File: src/pkg/amux_pkg.sv
package amux_pkg;
  // Number of shared pins: address lines 4 through 15
  localparam int AMUX_NPIN = 12;
  localparam int AMUX_ADDR_LO = 4;
  localparam int AMUX_REG_W = 16;
  // Port bits that exist on this pin group; all others read as zero
  localparam logic [15:0] AMUX_PA_MASK = 16'h30ff;
  localparam logic [15:0] AMUX_PE_MASK = 16'h000c;
  // Values after reset: address function, inputs, pull-ups on
  localparam logic [15:0] AMUX_GPIO_SEL_RST = 16'h0000;
  localparam logic [15:0] AMUX_DIR_RST = 16'h0000;
  localparam logic [15:0] AMUX_DOUT_RST = 16'h0000;
  localparam logic [15:0] AMUX_PA_PUR_RST = 16'h30ff;
  localparam logic [15:0] AMUX_PE_PUR_RST = 16'h000c;
  localparam logic AMUX_DRIVE_HOLD_RST = 1'b0;
  // Port bit used by each pin; pin i carries address line i+4
  localparam logic [3:0] AMUX_PIN_BIT [AMUX_NPIN] = '{
    4'hc, 4'hd, 4'h2, 4'h3, 4'h0, 4'h1, 4'h2, 4'h3,
    4'h4, 4'h5, 4'h6, 4'h7};
  // Pins served by port E rather than port A
  localparam logic [11:0] AMUX_PIN_ON_PE = 12'h00c;

  // Targets of the configuration write port
  typedef enum logic [3:0] {
    AMUX_SEL_PA_GPIO,
    AMUX_SEL_PA_DIR,
    AMUX_SEL_PA_DOUT,
    AMUX_SEL_PA_PUR,
    AMUX_SEL_PE_GPIO,
    AMUX_SEL_PE_DIR,
    AMUX_SEL_PE_DOUT,
    AMUX_SEL_PE_PUR,
    AMUX_SEL_BUS_CTL
  } amux_sel_t;
endpackage

File: src/pkg/amux_pin_if.sv
`timescale 1ns/1ns
// Per-pin controls from the register side to the pin mux, and its answer
interface amux_pin_if #(parameter int N = 12);
  logic [N-1:0] gpio_sel;
  logic [N-1:0] dir;
  logic [N-1:0] dout;
  logic [N-1:0] addr;
  logic bus_drive;
  logic [N-1:0] pin_out;
  logic [N-1:0] pin_oe;
  modport ctl (output gpio_sel, dir, dout, addr, bus_drive,
    input pin_out, pin_oe);
  modport mux (input gpio_sel, dir, dout, addr, bus_drive,
    output pin_out, pin_oe);
endinterface

File: src/hw/amux_pinmux.sv
`timescale 1ns/1ns
// Per-pin selection between address bus and port function
module amux_pinmux #(
  parameter int N = 12
) (
  amux_pin_if.mux pins
);
  for (genvar i = 0; i < N; i++) begin : g_pin
    always_comb begin
      if (pins.gpio_sel[i]) begin
        pins.pin_out[i] = pins.dout[i];
        pins.pin_oe[i] = pins.dir[i];
      end else begin
        pins.pin_out[i] = pins.addr[i];
        pins.pin_oe[i] = pins.bus_drive;
      end
    end
  end
endmodule

File: src/hw/amux_top.sv
`timescale 1ns/1ns
// How it works
// Address lines six, seven carry memory address
// Address lines eight to fifteen carry address
// Drive-hold bit tri-states idle address, control outputs
// Software should set drive-hold bit to one
// All pins come up in address function
// Port E bits two, three individually in/out
// Port A bits zero to seven individually in/out
// Cleared port E pull-up bit disables pull-up
// Cleared port A pull-up bit disables pull-up
// Lines 4-5 A12-13, 6-7 E2-3, 8-15 A0-7
module amux_top
  import amux_pkg::*;
#(
  parameter int NCTRL = 4
) (
  input wire logic CLK_IN,
  input wire logic NRST_IN,
  input wire logic [15:4] ADDR_IN,
  input wire logic [NCTRL-1:0] CTRL_IN,
  input wire logic BUS_ACTIVE_IN,
  input wire logic CFG_WR_IN,
  input wire logic [3:0] CFG_SEL_IN,
  input wire logic [15:0] CFG_DATA_IN,
  input wire logic [11:0] PIN_IN,
  output logic [11:0] PIN_OUT,
  output logic [11:0] PIN_OE_OUT,
  output logic [11:0] PIN_PU_OUT,
  output logic [NCTRL-1:0] CTRL_PIN_OUT,
  output logic CTRL_PIN_OE_OUT,
  output logic [15:0] PA_GPIO_SEL_OUT,
  output logic [15:0] PA_DIR_OUT,
  output logic [15:0] PA_DOUT_OUT,
  output logic [15:0] PA_PUR_OUT,
  output logic [15:0] PE_GPIO_SEL_OUT,
  output logic [15:0] PE_DIR_OUT,
  output logic [15:0] PE_DOUT_OUT,
  output logic [15:0] PE_PUR_OUT,
  output logic DRIVE_HOLD_OUT,
  output logic [15:0] PA_PIN_STATE_OUT,
  output logic [15:0] PE_PIN_STATE_OUT
);
  // Configuration state, one copy per port, masked to existing bits
  logic [15:0] pa_sel_q, pa_sel_d;
  logic [15:0] pa_dir_q, pa_dir_d;
  logic [15:0] pa_dout_q, pa_dout_d;
  logic [15:0] pa_pur_q, pa_pur_d;
  logic [15:0] pe_sel_q, pe_sel_d;
  logic [15:0] pe_dir_q, pe_dir_d;
  logic [15:0] pe_dout_q, pe_dout_d;
  logic [15:0] pe_pur_q, pe_pur_d;
  logic drive_hold_q, drive_hold_d;

  // Registered pad controls; the pads see no combinational path
  logic [11:0] pin_out_q, pin_out_d;
  logic [11:0] pin_oe_q, pin_oe_d;
  logic [11:0] pin_pu_q, pin_pu_d;
  logic [NCTRL-1:0] ctrl_q, ctrl_d;
  logic ctrl_oe_q, ctrl_oe_d;

  // Pad levels sampled back on their port bit positions
  logic [15:0] pa_state_q, pa_state_d;
  logic [15:0] pe_state_q, pe_state_d;

  // Pull-up bit per pin, and the decoded write target
  logic [11:0] pin_pur;
  amux_sel_t sel;

  // Per-pin bundle between the gather logic and the pin mux
  amux_pin_if #(.N(AMUX_NPIN)) pins ();

  // One mux cell per pin picks address or port function
  amux_pinmux #(.N(AMUX_NPIN)) u_mux (
    .pins(pins.mux)
  );

  // Codes 9 to 15 fall outside the enum and match no target
  assign sel = amux_sel_t'(CFG_SEL_IN);

  // Configuration writes; bits with no pin stay zero
  always_comb begin
    pa_sel_d = pa_sel_q;
    pa_dir_d = pa_dir_q;
    pa_dout_d = pa_dout_q;
    pa_pur_d = pa_pur_q;
    pe_sel_d = pe_sel_q;
    pe_dir_d = pe_dir_q;
    pe_dout_d = pe_dout_q;
    pe_pur_d = pe_pur_q;
    drive_hold_d = drive_hold_q;
    // Without a strobe every register keeps its value
    if (CFG_WR_IN) begin
      if (sel == AMUX_SEL_PA_GPIO) begin
        pa_sel_d = CFG_DATA_IN & AMUX_PA_MASK;
      end else if (sel == AMUX_SEL_PA_DIR) begin
        pa_dir_d = CFG_DATA_IN & AMUX_PA_MASK;
      end else if (sel == AMUX_SEL_PA_DOUT) begin
        pa_dout_d = CFG_DATA_IN & AMUX_PA_MASK;
      end else if (sel == AMUX_SEL_PA_PUR) begin
        pa_pur_d = CFG_DATA_IN & AMUX_PA_MASK;
      end else if (sel == AMUX_SEL_PE_GPIO) begin
        pe_sel_d = CFG_DATA_IN & AMUX_PE_MASK;
      end else if (sel == AMUX_SEL_PE_DIR) begin
        pe_dir_d = CFG_DATA_IN & AMUX_PE_MASK;
      end else if (sel == AMUX_SEL_PE_DOUT) begin
        pe_dout_d = CFG_DATA_IN & AMUX_PE_MASK;
      end else if (sel == AMUX_SEL_PE_PUR) begin
        pe_pur_d = CFG_DATA_IN & AMUX_PE_MASK;
      end else if (sel == AMUX_SEL_BUS_CTL) begin
        drive_hold_d = CFG_DATA_IN[0];
      end
    end
  end

  // Reset puts every pin back on the address bus
  // Pull-ups come up on for every existing port bit
  always_ff @(posedge CLK_IN) begin
    if (!NRST_IN) begin
      pa_sel_q <= AMUX_GPIO_SEL_RST;
      pa_dir_q <= AMUX_DIR_RST;
      pa_dout_q <= AMUX_DOUT_RST;
      pa_pur_q <= AMUX_PA_PUR_RST;
      pe_sel_q <= AMUX_GPIO_SEL_RST;
      pe_dir_q <= AMUX_DIR_RST;
      pe_dout_q <= AMUX_DOUT_RST;
      pe_pur_q <= AMUX_PE_PUR_RST;
      drive_hold_q <= AMUX_DRIVE_HOLD_RST;
    end else begin
      pa_sel_q <= pa_sel_d;
      pa_dir_q <= pa_dir_d;
      pa_dout_q <= pa_dout_d;
      pa_pur_q <= pa_pur_d;
      pe_sel_q <= pe_sel_d;
      pe_dir_q <= pe_dir_d;
      pe_dout_q <= pe_dout_d;
      pe_pur_q <= pe_pur_d;
      drive_hold_q <= drive_hold_d;
    end
  end

  // Gather each pin's port bit from port A or port E
  // Port E serves only address lines six and seven
  for (genvar i = 0; i < AMUX_NPIN; i++) begin : g_map
    always_comb begin
      if (AMUX_PIN_ON_PE[i]) begin
        pins.gpio_sel[i] = pe_sel_q[AMUX_PIN_BIT[i]];
        pins.dir[i] = pe_dir_q[AMUX_PIN_BIT[i]];
        pins.dout[i] = pe_dout_q[AMUX_PIN_BIT[i]];
        pin_pur[i] = pe_pur_q[AMUX_PIN_BIT[i]];
      end else begin
        pins.gpio_sel[i] = pa_sel_q[AMUX_PIN_BIT[i]];
        pins.dir[i] = pa_dir_q[AMUX_PIN_BIT[i]];
        pins.dout[i] = pa_dout_q[AMUX_PIN_BIT[i]];
        pin_pur[i] = pa_pur_q[AMUX_PIN_BIT[i]];
      end
    end
  end

  assign pins.addr = ADDR_IN;
  // Idle bus keeps driving only when drive-hold is set
  assign pins.bus_drive = BUS_ACTIVE_IN | drive_hold_q;
  // Hold comes up off, so idle lines float until software sets it

  // Pin outputs registered so the pads never see mux glitches
  always_comb begin
    pin_out_d = pins.pin_out;
    pin_oe_d = pins.pin_oe;
    pin_pu_d = pin_pur;
    ctrl_d = CTRL_IN;
    ctrl_oe_d = pins.bus_drive;
    // Port bit positions with no pin read back as zero
    pa_state_d = 16'h0000;
    pe_state_d = 16'h0000;
    for (int k = 0; k < AMUX_NPIN; k++) begin
      if (AMUX_PIN_ON_PE[k]) begin
        pe_state_d[AMUX_PIN_BIT[k]] = PIN_IN[k];
      end else begin
        pa_state_d[AMUX_PIN_BIT[k]] = PIN_IN[k];
      end
    end
  end

  // Outputs disabled and pull-ups on while in reset
  // Reset is synchronous, so one edge with reset low suffices
  always_ff @(posedge CLK_IN) begin
    if (!NRST_IN) begin
      pin_out_q <= 12'h000;
      pin_oe_q <= 12'h000;
      pin_pu_q <= 12'hfff;
      ctrl_q <= '0;
      ctrl_oe_q <= 1'b0;
      pa_state_q <= 16'h0000;
      pe_state_q <= 16'h0000;
    end else begin
      pin_out_q <= pin_out_d;
      pin_oe_q <= pin_oe_d;
      pin_pu_q <= pin_pu_d;
      ctrl_q <= ctrl_d;
      ctrl_oe_q <= ctrl_oe_d;
      pa_state_q <= pa_state_d;
      pe_state_q <= pe_state_d;
    end
  end

  // Pad and readback outputs come straight from flip-flops
  assign PIN_OUT = pin_out_q;
  assign PIN_OE_OUT = pin_oe_q;
  assign PIN_PU_OUT = pin_pu_q;
  assign CTRL_PIN_OUT = ctrl_q;
  assign CTRL_PIN_OE_OUT = ctrl_oe_q;
  assign PA_GPIO_SEL_OUT = pa_sel_q;
  assign PA_DIR_OUT = pa_dir_q;
  assign PA_DOUT_OUT = pa_dout_q;
  assign PA_PUR_OUT = pa_pur_q;
  assign PE_GPIO_SEL_OUT = pe_sel_q;
  assign PE_DIR_OUT = pe_dir_q;
  assign PE_DOUT_OUT = pe_dout_q;
  assign PE_PUR_OUT = pe_pur_q;
  assign DRIVE_HOLD_OUT = drive_hold_q;
  assign PA_PIN_STATE_OUT = pa_state_q;
  assign PE_PIN_STATE_OUT = pe_state_q;
endmodule

File: config.mk
export PLATFORM = sky130hd
export DESIGN_NAME = amux_top
export DESIGN_NICKNAME = d
export VERILOG_FILES = /design/src/pkg/amux_pkg.sv /design/src/pkg/amux_pin_if.sv /design/src/hw/amux_pinmux.sv /design/src/hw/amux_top.sv
export SDC_FILE = /design/constraint.sdc
export NUM_CORES = 1
export LEC_CHECK = 0
export BUFFER_PORTS_ARGS = -buffer_cell sky130_fd_sc_hd__buf_2
export CAP_MARGIN = 20
export CORE_ASPECT_RATIO = 1.1
export CORE_MARGIN = 2
export CORE_UTILIZATION = 41
export CTS_BUF_LIST = sky130_fd_sc_hd__clkbuf_8
export CTS_CLUSTER_SIZE = 8
export DETAILED_ROUTE_END_ITERATION = 8
export PLACE_DENSITY = 0.81
export SETUP_SLACK_MARGIN = 0.5
export SYNTH_ARGS = -nofsm -noshare
export SYNTH_HDL_FRONTEND = slang
export SYNTH_HIERARCHICAL = 1
export SYNTH_SLANG_ARGS = --single-unit
export TNS_END_PERCENT = 1
File: constraint.sdc
create_clock -name CLK_IN -period 1.3 [get_ports CLK_IN]
set_input_delay 0.065 -clock CLK_IN [delete_from_list [all_inputs] [get_ports CLK_IN]]
set_output_delay 0.065 -clock CLK_IN [all_outputs]
set_load 0.01 [all_outputs]
==> metrics <==
peak clock frequency supported by timing between 800 and 900 MHz; post-synth top area cell dfxtp_1; CTS Root Cell clkbuf_8; critical path class reg2reg; Bufs on Longest Clock Path 2; nets 638; effective utilization at floorplan 0.419; setup slack, reg-to-reg 0.14 ns; Post-synth ARST share 0; status complete, no violations; TritonCTS Buffers 9; R2R depth 3; Layout fillers 961; Design Area, Final 5280 um^2; mean cell area of the mapped netlist 10.3 um^2; GPL Wtd Cong approximately 0.77; Setup violations, final 0; largest voltage drop on the vdd net between 0.4 and 0.5 mV; data arrival time of the critical path ~1.4 ns; Net Sw Power 1.47 mW; proportion of synthesized chip area in sequential cells 0.471; highest-count cells in the layout ignoring fill and taps buf_2, dfxtp_1, conb_1, nand2_1, and2_1; part of the total power dissipated in combinational logic 0.115; kind of start point of the critical path flip-flop; global-route total usage across every layer 0.148; number of synthesized register bits 102; Yosys warning count 6; Top Ports 254; area of the multi-input gates about 1800 um^2; Pre-Repair DR Iteration Count 4; Post-route DRC 0; fraction of power spent switching nets 0.256; launch point of the worst path DRIVE_HOLD_OUT; count of buffers added by post-CTS timing repair for setup 0; area of the die ~11000 um^2; share of power burned in registers 0.563; total standard cell area after synthesis 4330 um^2; synthesis-to-layout area growth 21.8%; TritonCTS clock tree done; Clock power frac 0.322; critical-path maximum fanout 7; Post-synth EDFFs 0; placement-stage cell area 4920 um^2; antenna violations before repair 0; via count of the first global-routing pass 2771; proportion of layout cells with a drive suffix above 1 0.352; area share of the leading cell type in the synthesized netlist 0.471; Main synth FF type dfxtp_1; summed negative setup slack over all endpoints 0 ns; RR Endpoint PIN_OE_OUT[0]; max-cap violation count 0; clock skew after layout 0.0123 ns; DRC violation total after the first TritonRoute iteration 131; Antenna Cells 0; CTS Sinks 102; Die Y-Extent 112 um; post-route antenna net violation count 0; post-route worst hold slack roughly 0.017 ns; setup repair after global routing missed its margin yes; H-tree Lvls 3; global-route wire length before repair 13.2 mm; clock latency on the worst-skew pair about 0.36 ns; total wire length 9.26 mm; Via Count ~3000; per-cell via count in the routed design 4.16; shortest clock period the worst path allows after layout 1.16 ns; static leakage 2.69 nW; count of mapped cells out of synthesis 420; register clock-pin slew on the reported worst setup and hold paths 0.09 ns; crit end category flip-flop; Pwr Density 1090 nW/um^2; Core Area about 10000 um^2; maximum number of pins on one net before global-route repair 39; GRT overflow 0; final worst path period share 0.889; floorplan row count 39; Distinct cells, synth 23; largest cells by area after synthesis dfxtp_1, buf_4, mux2i_1; count of input and output buffers 147; FF-to-FF Start DRIVE_HOLD_OUT; internal cell power about 4.3 mW; fin. max-slew vios 0; Hold/Removal Path Class in2reg; dpl hpwl 6.70 mm; worst setup path endpoint PIN_OE_OUT[0]; Fin. Hold Viols 0; Die Span X approximately 100 um; Crit path required time 1.56 ns; most frequent standard cell in the layout excluding fill and tap cells buf_2; Routed WL per cell 12.6 um; Sequential cell area 2040 um^2
synthesized netlist by cell type (2+ instances only):
master,n
buf_4,103
dfxtp_1,102
nand2_1,48
and2_1,41
mux2i_1,39
mux2_2,32
nand2b_1,19
clkbuf_1,9
nor2b_1,4
buf_2,3
nand3b_1,3
a21oi_1,2
a31oi_1,2
inv_1,2
nor2_1,2
nor3b_1,2
flip-flops by register name, indices dropped and copies added, names as in the netlist, 4 cells and up:
name	flops
PA_PIN_STATE_OUT	10
PA_DIR_OUT	10
PIN_OUT	12
PIN_OE_OUT	12
PA_GPIO_SEL_OUT	10
PA_PUR_OUT	10
CTRL_PIN_OUT	4
PA_DOUT_OUT	10
PIN_PU_OUT	12
cell type report:
| class | instances | area share |
|---|---|---|
| Sequential cell | 102 | 0.387 |
| Multi-Input combinational cell | 300 | 0.350 |
| Timing Repair Buffer | 171 | 0.193 |
| Tap cell | 143 | 0.0339 |
| Clock buffer | 11 | 0.0287 |
| Clock inverter | 5 | 0.00616 |
| Inverter | 2 | 0.00142 |
critical path, cell delays in order (launching register included):
cell	delay [ns]
dfxtp_2	0.35
or2_4	0.30
mux2_4	0.27
and2_4	0.15
repair_timing:
item	CTS	global route
gates resized for setup	0	3
cloned	0	1
pin swaps	0	1
endpoints found under the hold margin	16	0
hold buffers	16	0
endpoints found under the setup margin	135	142
metal layers:
layer,vias to the layer above,part of all wire,wire length [um],track usage
met5,-,0,0,0
met4,0,0.024,218,0.0676
met3,19,0.095,877,0.0414
met2,175,0.50,4620,0.268
met1,1388,0.38,3540,0.156
li1,1474,-,-,-
power by group through the flow:
stage,logic [mW],registers [mW],clock network [mW]
floorplan,0.557,3.37,0
detailed placement,0.606,3.32,0
global placement,0.592,3.31,0
finish,0.660,3.25,1.86
CTS,0.645,3.25,1.90
global route,0.719,3.26,2.01
cells by family (layout without fill, tap and decap cells):
family / after synthesis / after routing / synth area share
and+or+nand+nor: 124 / 125 / 0.155
DFF: 102 / 102 / 0.471
other: 1 / 100 / 0.000865
buffers and inverters: 118 / 189 / 0.194
muxes: 71 / 71 / 0.173
AOI/OAI and AO/OA: 4 / 4 / 0.00520
worst min path at each step:
stage                               from  cells past startpoint                   to
final                            NRST_IN                      2        PIN_PU_OUT[8]
after global routing      CFG_DATA_IN[3]                      3        PE_PUR_OUT[3]
after CTS                        NRST_IN                      2       PIN_PU_OUT[10]
after detailed placement       PIN_IN[8]                      2  PA_PIN_STATE_OUT[4]
after global placement        CTRL_IN[1]                      2      CTRL_PIN_OUT[1]
after floorplan               CTRL_IN[0]                      1      CTRL_PIN_OUT[0]
per-stage QoR:
step / cells / total power, mW / util / worst slack [ns]
after floorplan: 519 / 3.92 / - / 0.128
after global placement: 701 / 3.91 / 0.476 / 0.0855
after detailed placement: 701 / 3.93 / 0.476 / 0.0687
after CTS: 733 / 5.79 / 0.509 / 0.148
after global routing: 734 / 5.99 / 0.510 / 0.116
final: 734 / 5.76 / 0.510 / 0.144
Note: power is estimated with default switching activity, not from simulation.
